$ cat config.mk
export PLATFORM = sky130hd
export DESIGN_NAME = tdc_config_regs
export DESIGN_NICKNAME = d
export VERILOG_FILES = /design/src/tdc_config_regs.v
export VERILOG_INCLUDE_DIRS = /design/src /design/src/src
export SDC_FILE = /design/constraint.sdc
export NUM_CORES = 1
export LEC_CHECK = 0
export BUFFER_PORTS_ARGS = -buffer_cell sky130_fd_sc_hd__buf_4
export CORE_UTILIZATION = 39
export DETAILED_ROUTE_END_ITERATION = 10
export SYNTH_ARGS = -nofsm -noshare
export SYNTH_HDL_FRONTEND = slang
export SYNTH_SLANG_ARGS = --single-unit
export TNS_END_PERCENT = 10
$ cat constraint.sdc
create_clock -name clk_sys_i -period 2.5 [get_ports clk_sys_i]
set_input_delay 0.375 -clock clk_sys_i [delete_from_list [all_inputs] [get_ports clk_sys_i]]
set_output_delay 0.375 -clock clk_sys_i [all_outputs]
set_load 0.02 [all_outputs]
$ cat src/tdc_consts.vh
// How it works
// - Auto-config bit 0 means use decoded parameters; 1 turns it off.
// - With auto-config off, forced registers drive transform, guard, modulation, rates, hierarchy.
// - Transform size: 1011 2K, 1100 4K, 1101 8K (reset); others reserved.
// - Guard: 001 1/32 (reset), 010 1/16, 011 1/8, 100 1/4.
// - Modulation 03h..0Bh, reset QPSK; cable always forced, terrestrial only when auto off.
// - HP and LP code rates: 0001 1/2 reset, 0010, 0011, 0101, 0111.
// - Hierarchy: 001 none (reset), 010, 011, 101; others reserved.
// - Channel width 14 bits in 10 kHz units, reset 0320h.
// - Carrier span in kHz; zero selects 50 kHz.
// - Phase compensation enabled while bit is 1 (reset).
// - Symbol clock range in ppm, reset 64h, limited to 200.
// - Burst-noise suppression only while enable bit is 1; resets 0.
// - Quick-detect duration 4 bits, reset 0010, sets observation time.
// - Nonzero relock level N restarts acquisition when PER exceeds 2^-N; never in cable mode.
// - Measure once per second; block relock while BER below 2^-M.
// - Four loop gains, resets 1101, 1001, 1011, 0110.
// - Bit 0 boot-complete reads 0 while booting, 1 when done.
// - Bit 2 watchdog fault; writing 1 to self-clearing bit 1 clears it.
// - Fault-reset enable resets processor on error; active-low fault bit.
// - Patch header and target words, 32 bits, reset zero.
// - Boot entry pointer, 32-bit RW, reset zero, used as jump address.
`ifndef TDC_CONSTS_VH
`define TDC_CONSTS_VH
`define TDC_A_AUTO      12'h2_e8
`define TDC_A_FFT       12'h2_ec
`define TDC_A_GUARD     12'h2_f0
`define TDC_A_MOD       12'h2_f4
`define TDC_A_HP        12'h2_f8
`define TDC_A_LP        12'h3_00
`define TDC_A_HIER      12'h3_04
`define TDC_A_BW        12'h3_08
`define TDC_A_SPAN      12'h3_0c
`define TDC_A_CPE       12'h3_10
`define TDC_A_PPM       12'h3_18
`define TDC_A_BURST     12'h3_1c
`define TDC_A_QDET      12'h3_20
`define TDC_A_PER       12'h3_24
`define TDC_A_BER       12'h3_28
`define TDC_A_CGA       12'h3_34
`define TDC_A_CGF       12'h3_36
`define TDC_A_SGA       12'h3_38
`define TDC_A_SGF       12'h3_3a
`define TDC_A_BOOT      12'h3_41
`define TDC_A_PATCHREV  12'h3_44
`define TDC_A_JUMP      12'h3_48
`define TDC_A_FAULT     12'h3_5c
`define TDC_A_HDR       12'h3_64
`define TDC_A_TGT       12'h3_68
`define TDC_RST_FFT     4'hd
`define TDC_RST_GUARD   3'h1
`define TDC_RST_MOD     6'h03
`define TDC_RST_RATE    4'h1
`define TDC_RST_HIER    3'h1
`define TDC_RST_BW      14'h0320
`define TDC_RST_PPM     8'h64
`define TDC_MAX_PPM     8'hc8
`define TDC_DEF_SPAN    12'h032
`define TDC_RST_QDET    4'h2
`define TDC_RST_PER     5'h06
`define TDC_RST_BER     5'h08
`define TDC_RST_CGA     4'hd
`define TDC_RST_CGF     4'h9
`define TDC_RST_SGA     4'hb
`define TDC_RST_SGF     4'h6
`define TDC_FFT_2K      4'hb
`define TDC_FFT_8K      4'hd
`define TDC_GI_LO       3'h1
`define TDC_GI_HI       3'h4
`define TDC_MOD_QPSK    6'h03
`define TDC_MOD_Q16     6'h07
`define TDC_MOD_Q256    6'h0b
`define TDC_B_BOOT      0
`define TDC_B_WDCLR     1
`define TDC_B_WDERR     2
`define TDC_B_RSTEN     0
`define TDC_B_ERRN      1
`define TDC_MEAS_SEC    1
`define TDC_MEAS_CYC    (`TDC_MEAS_SEC * 250000000)
`endif

$ cat src/tdc_config_regs.v
`timescale 1ns/10ps
`include "tdc_consts.vh"
module tdc_config_regs
#(
   parameter MEAS_CYCLES = `TDC_MEAS_CYC
)
(
   input  wire        clk_sys_i,
   input  wire        arst_n_i,
   input  wire        reg_wr_i,
   input  wire        reg_rd_i,
   input  wire [11:0] reg_addr_i,
   input  wire [31:0] reg_wdata_i,
   input  wire        cable_mode_i,
   input  wire [3:0]  dec_fft_i,
   input  wire [2:0]  dec_guard_i,
   input  wire [5:0]  dec_mod_i,
   input  wire [3:0]  dec_hp_i,
   input  wire [3:0]  dec_lp_i,
   input  wire [2:0]  dec_hier_i,
   input  wire [4:0]  per_level_i,
   input  wire [4:0]  ber_level_i,
   input  wire        boot_done_i,
   input  wire        wdog_err_i,
   input  wire        core_err_i,
   output reg  [31:0] reg_rdata_o,
   output reg  [3:0]  use_fft_o,
   output reg  [2:0]  use_guard_o,
   output reg  [5:0]  use_mod_o,
   output reg  [3:0]  use_hp_o,
   output reg  [3:0]  use_lp_o,
   output reg  [2:0]  use_hier_o,
   output reg  [13:0] chan_width_o,
   output reg  [11:0] carrier_span_o,
   output reg         phase_fix_en_o,
   output reg  [7:0]  osc_ppm_o,
   output reg         burst_sup_en_o,
   output reg  [3:0]  qdet_dur_o,
   output reg  [3:0]  cg_acq_o,
   output reg  [3:0]  cg_fol_o,
   output reg  [3:0]  sg_acq_o,
   output reg  [3:0]  sg_fol_o,
   output reg         relock_o,
   output reg  [31:0] boot_entry_o,
   output reg  [31:0] patch_hdr_o,
   output reg  [31:0] patch_tgt_o,
   output reg         core_reset_o
);

////////////////////////////////////////////////////////////////////////////////
// Registers
reg        auto_off_r;
reg [3:0]  fft_r;
reg [2:0]  guard_r;
reg [5:0]  mod_r;
reg [3:0]  hp_r;
reg [3:0]  lp_r;
reg [2:0]  hier_r;
reg [13:0] bw_r;
reg [11:0] span_r;
reg        cpe_r;
reg [7:0]  ppm_r;
reg        burst_r;
reg [3:0]  qdet_r;
reg [4:0]  per_r;
reg [3:0]  cga_r;
reg [3:0]  cgf_r;
reg [3:0]  sga_r;
reg [3:0]  sgf_r;
reg [7:0]  prev_r;
reg [31:0] jump_r;
reg        rsten_r;
reg [31:0] hdr_r;
reg [31:0] tgt_r;
reg        wderr_r;
reg        halted_r;
reg [27:0] sec_cnt_r;
reg        tick_r;
reg        boot_s1_r;
reg        boot_s2_r;
reg        wd_s1_r;
reg        wd_s2_r;
reg        ce_s1_r;
reg        ce_s2_r;
reg        cab_s1_r;
reg        cab_s2_r;

// Bit 1 of the status byte is a pulse: it clears the flag and always reads back 0
wire wr_hit_wdclr = reg_wr_i && (reg_addr_i == `TDC_A_BOOT) && reg_wdata_i[`TDC_B_WDCLR];

////////////////////////////////////////////////////////////////////////////////
// Pin inputs from the processor and front end cross in via two flops
always @(posedge clk_sys_i or negedge arst_n_i)
begin
   if (!arst_n_i)
   begin
      boot_s1_r <= 1'b0;
      boot_s2_r <= 1'b0;
      wd_s1_r   <= 1'b0;
      wd_s2_r   <= 1'b0;
      ce_s1_r   <= 1'b0;
      ce_s2_r   <= 1'b0;
      cab_s1_r  <= 1'b0;
      cab_s2_r  <= 1'b0;
   end
   else
   begin
      boot_s1_r <= boot_done_i;
      boot_s2_r <= boot_s1_r;
      wd_s1_r   <= wdog_err_i;
      wd_s2_r   <= wd_s1_r;
      ce_s1_r   <= core_err_i;
      ce_s2_r   <= ce_s1_r;
      cab_s1_r  <= cable_mode_i;
      cab_s2_r  <= cab_s1_r;
   end
end

////////////////////////////////////////////////////////////////////////////////
// Register writes
// Reserved codes are stored as written; the consumer decides what they mean
always @(posedge clk_sys_i or negedge arst_n_i)
begin
   if (!arst_n_i)
   begin
      auto_off_r <= 1'b0;
      fft_r      <= `TDC_RST_FFT;
      guard_r    <= `TDC_RST_GUARD;
      mod_r      <= `TDC_RST_MOD;
      hp_r       <= `TDC_RST_RATE;
      lp_r       <= `TDC_RST_RATE;
      hier_r     <= `TDC_RST_HIER;
      bw_r       <= `TDC_RST_BW;
      span_r     <= 12'h000;
      cpe_r      <= 1'b1;
      ppm_r      <= `TDC_RST_PPM;
      burst_r    <= 1'b0;
      qdet_r     <= `TDC_RST_QDET;
      per_r      <= `TDC_RST_PER;
      cga_r      <= `TDC_RST_CGA;
      cgf_r      <= `TDC_RST_CGF;
      sga_r      <= `TDC_RST_SGA;
      sgf_r      <= `TDC_RST_SGF;
      prev_r     <= 8'h00;
      jump_r     <= 32'h0000_0000;
      rsten_r    <= 1'b1;
      hdr_r      <= 32'h0000_0000;
      tgt_r      <= 32'h0000_0000;
   end
   else if (reg_wr_i)
   begin
      if (reg_addr_i == `TDC_A_AUTO)
         auto_off_r <= reg_wdata_i[0];
      else if (reg_addr_i == `TDC_A_FFT)
         fft_r <= reg_wdata_i[3:0];
      else if (reg_addr_i == `TDC_A_GUARD)
         guard_r <= reg_wdata_i[2:0];
      else if (reg_addr_i == `TDC_A_MOD)
         mod_r <= reg_wdata_i[5:0];
      else if (reg_addr_i == `TDC_A_HP)
         hp_r <= reg_wdata_i[3:0];
      else if (reg_addr_i == `TDC_A_LP)
         lp_r <= reg_wdata_i[3:0];
      else if (reg_addr_i == `TDC_A_HIER)
         hier_r <= reg_wdata_i[2:0];
      else if (reg_addr_i == `TDC_A_BW)
         bw_r <= reg_wdata_i[13:0];
      else if (reg_addr_i == `TDC_A_SPAN)
         span_r <= reg_wdata_i[11:0];
      else if (reg_addr_i == `TDC_A_CPE)
         cpe_r <= reg_wdata_i[0];
      else if (reg_addr_i == `TDC_A_PPM)
         ppm_r <= reg_wdata_i[7:0];
      else if (reg_addr_i == `TDC_A_BURST)
         burst_r <= reg_wdata_i[0];
      else if (reg_addr_i == `TDC_A_QDET)
         qdet_r <= reg_wdata_i[3:0];
      else if (reg_addr_i == `TDC_A_PER)
         per_r <= reg_wdata_i[4:0];
      else if (reg_addr_i == `TDC_A_CGA)
         cga_r <= reg_wdata_i[3:0];
      else if (reg_addr_i == `TDC_A_CGF)
         cgf_r <= reg_wdata_i[3:0];
      else if (reg_addr_i == `TDC_A_SGA)
         sga_r <= reg_wdata_i[3:0];
      else if (reg_addr_i == `TDC_A_SGF)
         sgf_r <= reg_wdata_i[3:0];
      else if (reg_addr_i == `TDC_A_PATCHREV)
         prev_r <= reg_wdata_i[7:0];
      else if (reg_addr_i == `TDC_A_JUMP)
         jump_r <= reg_wdata_i;
      else if (reg_addr_i == `TDC_A_FAULT)
         rsten_r <= reg_wdata_i[`TDC_B_RSTEN];
      else if (reg_addr_i == `TDC_A_HDR)
         hdr_r <= reg_wdata_i;
      else if (reg_addr_i == `TDC_A_TGT)
         tgt_r <= reg_wdata_i;
   end
end

////////////////////////////////////////////////////////////////////////////////
// Watchdog and processor fault state
always @(posedge clk_sys_i or negedge arst_n_i)
begin
   if (!arst_n_i)
   begin
      wderr_r  <= 1'b0;
      halted_r <= 1'b0;
   end
   else
   begin
      // A new watchdog error in the clearing cycle wins over the clear
      if (wd_s2_r)
         wderr_r <= 1'b1;
      else if (wr_hit_wdclr)
         wderr_r <= 1'b0;
      // Halted only when reset-on-error is off; otherwise the core restarts
      halted_r <= ce_s2_r && !rsten_r;
   end
end

////////////////////////////////////////////////////////////////////////////////
// One-second measurement tick and relock decision
// Sized for a full second at 250 MHz; simulation shortens it through the parameter
always @(posedge clk_sys_i or negedge arst_n_i)
begin
   if (!arst_n_i)
   begin
      sec_cnt_r <= 28'h000_0000;
      tick_r    <= 1'b0;
   end
   else if (sec_cnt_r == MEAS_CYCLES - 1)
   begin
      sec_cnt_r <= 28'h000_0000;
      tick_r    <= 1'b1;
   end
   else
   begin
      sec_cnt_r <= sec_cnt_r + 28'h000_0001;
      tick_r    <= 1'b0;
   end
end

// Levels are exponents: PER above 2^-N means measured level below N.
// BER below 2^-M means measured level above M, which holds the lock.
wire per_bad  = (per_r != 5'h00) && (per_level_i < per_r);
wire ber_hold = (ber_level_i > `TDC_RST_BER);

////////////////////////////////////////////////////////////////////////////////
// Outputs
always @(posedge clk_sys_i or negedge arst_n_i)
begin
   if (!arst_n_i)
   begin
      use_fft_o      <= `TDC_RST_FFT;
      use_guard_o    <= `TDC_RST_GUARD;
      use_mod_o      <= `TDC_RST_MOD;
      use_hp_o       <= `TDC_RST_RATE;
      use_lp_o       <= `TDC_RST_RATE;
      use_hier_o     <= `TDC_RST_HIER;
      chan_width_o   <= `TDC_RST_BW;
      carrier_span_o <= `TDC_DEF_SPAN;
      phase_fix_en_o <= 1'b1;
      osc_ppm_o      <= `TDC_RST_PPM;
      burst_sup_en_o <= 1'b0;
      qdet_dur_o     <= `TDC_RST_QDET;
      cg_acq_o       <= `TDC_RST_CGA;
      cg_fol_o       <= `TDC_RST_CGF;
      sg_acq_o       <= `TDC_RST_SGA;
      sg_fol_o       <= `TDC_RST_SGF;
      relock_o       <= 1'b0;
      boot_entry_o   <= 32'h0000_0000;
      patch_hdr_o    <= 32'h0000_0000;
      patch_tgt_o    <= 32'h0000_0000;
      core_reset_o   <= 1'b0;
   end
   else
   begin
      use_fft_o   <= auto_off_r ? fft_r   : dec_fft_i;
      use_guard_o <= auto_off_r ? guard_r : dec_guard_i;
      use_hp_o    <= auto_off_r ? hp_r    : dec_hp_i;
      use_lp_o    <= auto_off_r ? lp_r    : dec_lp_i;
      use_hier_o  <= auto_off_r ? hier_r  : dec_hier_i;
      use_mod_o   <= (cab_s2_r || auto_off_r) ? mod_r : dec_mod_i;
      chan_width_o   <= bw_r;
      // A zero span means the default, so the loop never sees a zero range
      carrier_span_o <= (span_r == 12'h000) ? `TDC_DEF_SPAN : span_r;
      phase_fix_en_o <= cpe_r;
      // Out-of-range accuracy is clipped rather than trusted
      osc_ppm_o      <= (ppm_r > `TDC_MAX_PPM) ? `TDC_MAX_PPM : ppm_r;
      burst_sup_en_o <= burst_r;
      qdet_dur_o     <= qdet_r;
      cg_acq_o       <= cga_r;
      cg_fol_o       <= cgf_r;
      sg_acq_o       <= sga_r;
      sg_fol_o       <= sgf_r;
      relock_o       <= tick_r && !cab_s2_r && per_bad && !ber_hold;
      boot_entry_o   <= jump_r;
      patch_hdr_o    <= hdr_r;
      patch_tgt_o    <= tgt_r;
      core_reset_o   <= ce_s2_r && rsten_r;
   end
end

////////////////////////////////////////////////////////////////////////////////
// Read data, registered one cycle after the read strobe
always @(posedge clk_sys_i or negedge arst_n_i)
begin
   if (!arst_n_i)
      reg_rdata_o <= 32'h0000_0000;
   else if (reg_rd_i)
   begin
      if (reg_addr_i == `TDC_A_AUTO)
         reg_rdata_o <= {31'h0, auto_off_r};
      else if (reg_addr_i == `TDC_A_FFT)
         reg_rdata_o <= {28'h0, fft_r};
      else if (reg_addr_i == `TDC_A_GUARD)
         reg_rdata_o <= {29'h0, guard_r};
      else if (reg_addr_i == `TDC_A_MOD)
         reg_rdata_o <= {26'h0, mod_r};
      else if (reg_addr_i == `TDC_A_HP)
         reg_rdata_o <= {28'h0, hp_r};
      else if (reg_addr_i == `TDC_A_LP)
         reg_rdata_o <= {28'h0, lp_r};
      else if (reg_addr_i == `TDC_A_HIER)
         reg_rdata_o <= {29'h0, hier_r};
      else if (reg_addr_i == `TDC_A_BW)
         reg_rdata_o <= {18'h0, bw_r};
      else if (reg_addr_i == `TDC_A_SPAN)
         reg_rdata_o <= {20'h0, span_r};
      else if (reg_addr_i == `TDC_A_CPE)
         reg_rdata_o <= {31'h0, cpe_r};
      else if (reg_addr_i == `TDC_A_PPM)
         reg_rdata_o <= {24'h0, ppm_r};
      else if (reg_addr_i == `TDC_A_BURST)
         reg_rdata_o <= {31'h0, burst_r};
      else if (reg_addr_i == `TDC_A_QDET)
         reg_rdata_o <= {28'h0, qdet_r};
      else if (reg_addr_i == `TDC_A_PER)
         reg_rdata_o <= {27'h0, per_r};
      // The hold level is fixed, so writes to it are dropped and reads give the constant
      else if (reg_addr_i == `TDC_A_BER)
         reg_rdata_o <= {27'h0, `TDC_RST_BER};
      else if (reg_addr_i == `TDC_A_CGA)
         reg_rdata_o <= {28'h0, cga_r};
      else if (reg_addr_i == `TDC_A_CGF)
         reg_rdata_o <= {28'h0, cgf_r};
      else if (reg_addr_i == `TDC_A_SGA)
         reg_rdata_o <= {28'h0, sga_r};
      else if (reg_addr_i == `TDC_A_SGF)
         reg_rdata_o <= {28'h0, sgf_r};
      else if (reg_addr_i == `TDC_A_BOOT)
         reg_rdata_o <= {29'h0, wderr_r, 1'b0, boot_s2_r};
      else if (reg_addr_i == `TDC_A_PATCHREV)
         reg_rdata_o <= {24'h0, prev_r};
      else if (reg_addr_i == `TDC_A_JUMP)
         reg_rdata_o <= jump_r;
      else if (reg_addr_i == `TDC_A_FAULT)
         reg_rdata_o <= {30'h0, !halted_r, rsten_r};
      else if (reg_addr_i == `TDC_A_HDR)
         reg_rdata_o <= hdr_r;
      else if (reg_addr_i == `TDC_A_TGT)
         reg_rdata_o <= tgt_r;
      else
         reg_rdata_o <= 32'h0000_0000;
   end
end

endmodule

# Word level (Yosys, flattened, before mapping)
# Index checks and enable logic that the tools add are counted.
# Widths: inputs -> output; s select.
word_totals:
  reg_bits: 440
  in_bits: 86
  out_inout_bits: 210
  elab_cells: 185
classes:
  addsub: 1
  n_lt_le_gt_ge: 3
  n_eq_ne: 26
  mux: 37
  bitwise_logic: 22
  n_reduce_logical: 39
ops:
  columns: ["cell", "n"]
  rows:
  - ["$mux 32", 25]
  - ["$eq 12x10->1 const B", 25]
  - ["$add 28x1->28 const B", 1]
  - ["$eq 28x28->1 const B", 1]
  - ["$mux 28", 1]
  - ["$reduce_and 24->1", 1]
  - ["$reduce_and 23->1", 1]
  - ["$not 1->1", 22]
  - ["$reduce_and 22->1", 1]
  - ["$reduce_and 21->1", 1]
  - ["$reduce_and 20->1", 1]
  - ["$reduce_and 19->1", 1]
  - ["$reduce_and 18->1", 1]
  - ["$reduce_and 17->1", 1]
  - ["$reduce_and 16->1", 1]
  - ["$reduce_and 15->1", 1]
  - ["$reduce_and 14->1", 1]
  - ["$reduce_and 13->1", 1]
  - ["$logic_not 12->1", 1]
  - ["$mux 12", 1]
  - ["$mux 4", 3]
  - ["$reduce_and 12->1", 1]
  - ["$reduce_and 11->1", 1]
  - ["$reduce_and 10->1", 1]
  - ["20 further kinds", 33]

# Longest topological paths before layout
logic_depth:
  ltp_word: 26
  ltp_mapped: 10
  depth_no_buf: 7

# Worst setup path after synthesis
# No wires, ideal clock.
synth_path:
  kind: "in2reg"
  startpoint: "input reg_addr_i[1]"
  endpoint: "register span_r[10]"
  setup_time_ns: 0.125
  t_arrival_ns: 2.294
  t_required_ns: 2.375
  slack_ns: 0.082
  path_stages: 9
  path_buffers: 3
  path_cell_list: "or4_1 -> buf_2 -> or3_1 -> buf_2 -> nand3_1 -> nor2_1 -> nand2_1 -> buf_4 -> mux2_2"
synth_via:
  elab_chain_len: 3
  word_cells_on_any_way: 18
  cone_classes: "9 x eq/ne; 8 x bitwise; 1 x reduce/logical"
synth_rtl:
  columns: ["item", "line_no", "text"]
  rows:
  - ["start, declared", "tdc_config_regs.v:12", "input wire [11:0] reg_addr_i,"]
  - ["$eq 12x10->1 (no line)", null, null]
  - ["$not 1->1 (no line)", null, null]
  - ["$reduce_and 10->1 (no line) (*)", null, null]
  - ["end signal, assigned", "tdc_config_regs.v:169", "span_r <= reg_wdata_i[11:0];"]
  - ["end, declared", "tdc_config_regs.v:60", "reg [11:0] span_r;"]
# Mark *: on every way between the ends. The rest lies on a longest branch, timed or not.
# A chain may end at the register's enable or synchronous reset.

# Final worst setup path
layout_path:
  startpoint: "input reg_addr_i[2]"
  endpoint: "register reg_rdata_o[3]"
layout_via:
  elab_chain_len: 26
  word_cells_on_any_way: 50
  cone_classes: "25 x eq/ne; 25 x mux"
layout_rtl:
  columns: ["item", "line_no", "text"]
  rows:
  - ["$eq 12x10->1 (no line)", null, null]
  - ["$mux 32", "tdc_config_regs.v:362", "else if (reg_addr_i == `TDC_A_TGT)"]
  - ["$mux 32", "tdc_config_regs.v:360", "else if (reg_addr_i == `TDC_A_HDR)"]
  - ["$mux 32", "tdc_config_regs.v:358", "else if (reg_addr_i == `TDC_A_FAULT)"]
  - ["$mux 32", "tdc_config_regs.v:356", "else if (reg_addr_i == `TDC_A_JUMP)"]
  - ["$mux 32", "tdc_config_regs.v:354", "else if (reg_addr_i == `TDC_A_PATCHREV)"]
  - ["$mux 32", "tdc_config_regs.v:352", "else if (reg_addr_i == `TDC_A_BOOT)"]
  - ["$mux 32", "tdc_config_regs.v:350", "else if (reg_addr_i == `TDC_A_SGF)"]
  - ["[... 10 more ...]", null, null]
  - ["$mux 32", "tdc_config_regs.v:327", "else if (reg_addr_i == `TDC_A_BW)"]
  - ["$mux 32", "tdc_config_regs.v:325", "else if (reg_addr_i == `TDC_A_HIER)"]
  - ["$mux 32", "tdc_config_regs.v:323", "else if (reg_addr_i == `TDC_A_LP)"]
  - ["$mux 32", "tdc_config_regs.v:321", "else if (reg_addr_i == `TDC_A_HP)"]
  - ["$mux 32", "tdc_config_regs.v:319", "else if (reg_addr_i == `TDC_A_MOD)"]
  - ["$mux 32", "tdc_config_regs.v:317", "else if (reg_addr_i == `TDC_A_GUARD)"]
  - ["$mux 32", "tdc_config_regs.v:315", "else if (reg_addr_i == `TDC_A_FFT)"]
  - ["$mux 32 (*)", "tdc_config_regs.v:313", "if (reg_addr_i == `TDC_A_AUTO)"]
  - ["end signal, assigned", "tdc_config_regs.v:314", "reg_rdata_o <= {31'h0, auto_off_r};"]
  - ["end signal, assigned", "tdc_config_regs.v:316", "reg_rdata_o <= {28'h0, fft_r};"]
  - ["end signal, assigned", "tdc_config_regs.v:318", "reg_rdata_o <= {29'h0, guard_r};"]
  - ["end, declared", "tdc_config_regs.v:26", "output reg [31:0] reg_rdata_o,"]
# Marked as above.

==> impl_metrics.yaml <==
synth:
  syn_area_per_cell_um2: 14.1
  yosys.area.top_type: "dfrtp_1"
  async_reset_ff_share_pct: 100
  synth_edf_count: 0
  synth_top_area_share_pct: 55.4
  syn-cell-area_um2: 17200
  yosysSeqAreaShare_pct: 64.6
  yosys_warnings: 0
  syn-instance-count: 1220
  synth_area_leaders: "dfrtp_1 (55%), mux2_2 (14%), dfstp_2 (9.2%), a222oi_1 (1.5%), nand2_1 (1.3%)"
  yosysUniqueCellTypes: 85
  synth_fp_nets: 1311
  ys_seq_elements: 440
  ys.flop_type: "dfrtp_1"
cts:
  clk_pin_slew_ns: 0.06
  cts_tree: "yes"
  cts_max_path_buffers: 3
  post_cts_buffers: 0
  clk_latency_ns: 0.59
  htreeDepth: 2
  numCtsBuffers: 46
  cts.sinks: 440
  clock-root-buffer: "clkbuf_16"
final_layout:
  final_core_utilization_pct: 52.6
  layout_common_cells: "buf_4 (407), dfrtp_1 (380), mux2_2 (212)"
  syn2layout_area_growth_pct: 32.7
  layout_commonest_cell: "buf_4"
  diodes: 0
  drive_above_1_share_pct: 48.3
  multi_input_area_um2: 5730
  fillCellCount: 3739
  seq_area_um2: 11100
  fin_nets: 1718
routing:
  wl_per_cell_um: 22.8
  drt_iter0_drc: 890
  drt_pass1_iterations: 6
  drcViolationCount: 0
  viasPerCell: 5.35
  num_vias: 12000
  wirelength_um: 51300
  antenna_left: 0
critical_path:
  crit_top_cell: "buf_4"
  r2r-start: "sec_cnt_r[2]"
  ff2ff_path_depth: 7
  required_ns: 2.96
  crit_family: "compound AO/OA/AOI/OAI gates"
  cp_num_buf_inv: 5
  crit_chain: "buf_4 -> buf_4 -> nor2b_1 -> o21ai_0 -> buf_4 -> buf_4 -> buf_4 -> o22ai_1 -> a2111oi_0 -> o41a_1 -> o21ai_0"
  cp_max_fo: 16
  worst_r2r_endpoint: "sec_cnt_r[27]"
  reg2reg_slack_ns: 0.40
  endpoint_kind: "flip-flop"
  critPathMaxStageDelay_ns: 0.63
  worstPathArrival_ns: 2.58
  cp-start-kind: "primary input"
  cpMaxStageDelayCell: "a2111oi_0"
  crit_type: "in -> reg"
grt:
  gr-total-overflow: 0
  antenna_found_initial: 2
  grt_max_degree: 78
  track_usage_pct: 23.2
  grt_pass1_wl_um: 77500
  grt_pass1_vias: 12400
pwr:
  peakVddDrop_mv: 0.512
  total_leakage_power_nw: 11.1
  power_density_nw_per_um2: 676
  p_total_mw: 15.4
placed_design:
  hpwl_um: 36700
  io_buffer_count: 295
  finalWeightedCongestion: 0.946
die:
  die_w_um: 212
  core_um2: 43300
  rows: 76
  pin_count: 296
  dieArea_um2: 44900
  start_util_pct: 39.7
  fp.dieH_um: 212
timing:
  worst_slew_pin_slew_ns: 0.992
  setup_viol: 0
  finalHoldViolations: 0
  skew_ns: 0.0157
  fin_setup_tns_ns: 0
  max_freq_mhz: 471
  relSlewSlack_pct: 33.0
  finalCritPeriodShare_pct: 84.9
  finalMaxSlewViolations: 0
  rsz0062_at_grt: "false"
  final.min_clock_period_ns: 2.12
worst_hold_path:
  hold_path_class: "in -> reg"
  holdPathStages: 2
  hp-start: "dec_hier_i[1]"
  hold_path_end: "use_hier_o[1]"
outcome:
  status: "completed"
run:
  drv_cap: 0
==> routing by layer <==
metal / part of all wire [%] / track usage, %
met5: 0.021 / 0
met4: 2.7 / 7.60
met3: 6.3 / 4.14
met2: 46 / 36.2
met1: 45 / 32.9
==> logic make-up (layout without fill, tap and decap cells) <==
logic type	count (synthesis)	count (layout)	synth area share, %
AOI/OAI and AO/OA	175	175	8.17
xor gates and xnor gates	24	24	1.22
adders and majority gates	5	5	0.364
buffers and inverters	90	535	2.27
DFF	440	440	64.6
muxes	213	213	14.0
and+or+nand+nor	273	273	9.35
==> state kept, by name, indices dropped and copies added (netlist names), 28 cells and up <==
| name | cells |
|---|---|
| reg_rdata_o | 32 |
| sec_cnt_r | 28 |
| hdr_r | 32 |
| tgt_r | 32 |
| patch_hdr_o | 32 |
| patch_tgt_o | 32 |
| boot_entry_o | 32 |
| jump_r | 32 |
==> worst register-to-register path, stage by stage, from the launching register on <==
cell and delay, ns:
dfrtp_1 0.42, nand3_1 0.13, nor4_1 0.28, buf_4 0.18
nor3b_1 0.28, nand2b_1 0.21, or3_1 0.39, a21oi_1 0.14
==> cell usage after synthesis, types with 8 or more instances <==
master / n
nor2_1: 39
or3_1: 10
xnor2_1: 15
nor2b_1: 15
a21oi_1: 17
nand4_1: 21
a22oi_1: 11
dfstp_2: 60
mux2_2: 212
clkbuf_1: 36
xor2_1: 9
buf_2: 26
nand3_1: 27
inv_1: 17
o21ai_0: 18
o2bb2ai_1: 21
a222oi_1: 26
o221ai_1: 8
nand2_1: 60
nor4_1: 13
dfrtp_1: 380
nor3_1: 13
nand2b_1: 10
==> through the flow <==
stage / hold slack, ns / cells / setup WS, ns / cell area [µm²]
finish: 0.0281 / 2250 / 0.378 / 22800
global route: 0.00802 / 2250 / 0.127 / 22800
CTS: 0.00229 / 2250 / 0.401 / 22800
detailed placement: 0.335 / 2158 / -0.215 / 21000
global placement: 0.332 / 2158 / -0.236 / 21000
floorplan: 0.0794 / 1220 / 0.0818 / 17200
==> worst max path at each step <==
stage	start	to	slack, ns	cells past startpoint
finish	reg_addr_i[2]	reg_rdata_o[3]	0.38	11
global route	sec_cnt_r[2]	sec_cnt_r[27]	0.13	7
CTS	reg_addr_i[2]	reg_rdata_o[3]	0.40	11
detailed placement	reg_addr_i[2]	reg_rdata_o[3]	-0.21	11
global placement	reg_addr_i[2]	reg_rdata_o[3]	-0.24	11
floorplan	reg_addr_i[1]	span_r[10]	0.08	9
==> where the power goes <==
part / internal (mW) / leakage (nW) / total, mW / switching [mW]
registers: 7.19 / 5.86 / 7.23 / 0.0331
logic: 0.292 / 4.43 / 0.743 / 0.452
clock network: 4.50 / 0.814 / 7.43 / 2.93
total: 12.0 / 11.1 / 15.4 / 3.42
==> final cells by class <==
class | instances | area share, %
clock buffers | 65 | 5.90
clock inverters | 21 | 1.50
inverters | 18 | 0.297
multi-input cells | 690 | 25.2
flip-flops and latches | 440 | 48.7
well taps | 585 | 3.21
repair buffers | 431 | 15.2
==> what timing repair did <==
action,in CTS,in global routing
resized for setup,0,0
hold buffers,6,0
hold endpoints to repair,48,0
endpoints found under the setup margin,0,0
Power figures use the tool's default switching activity.
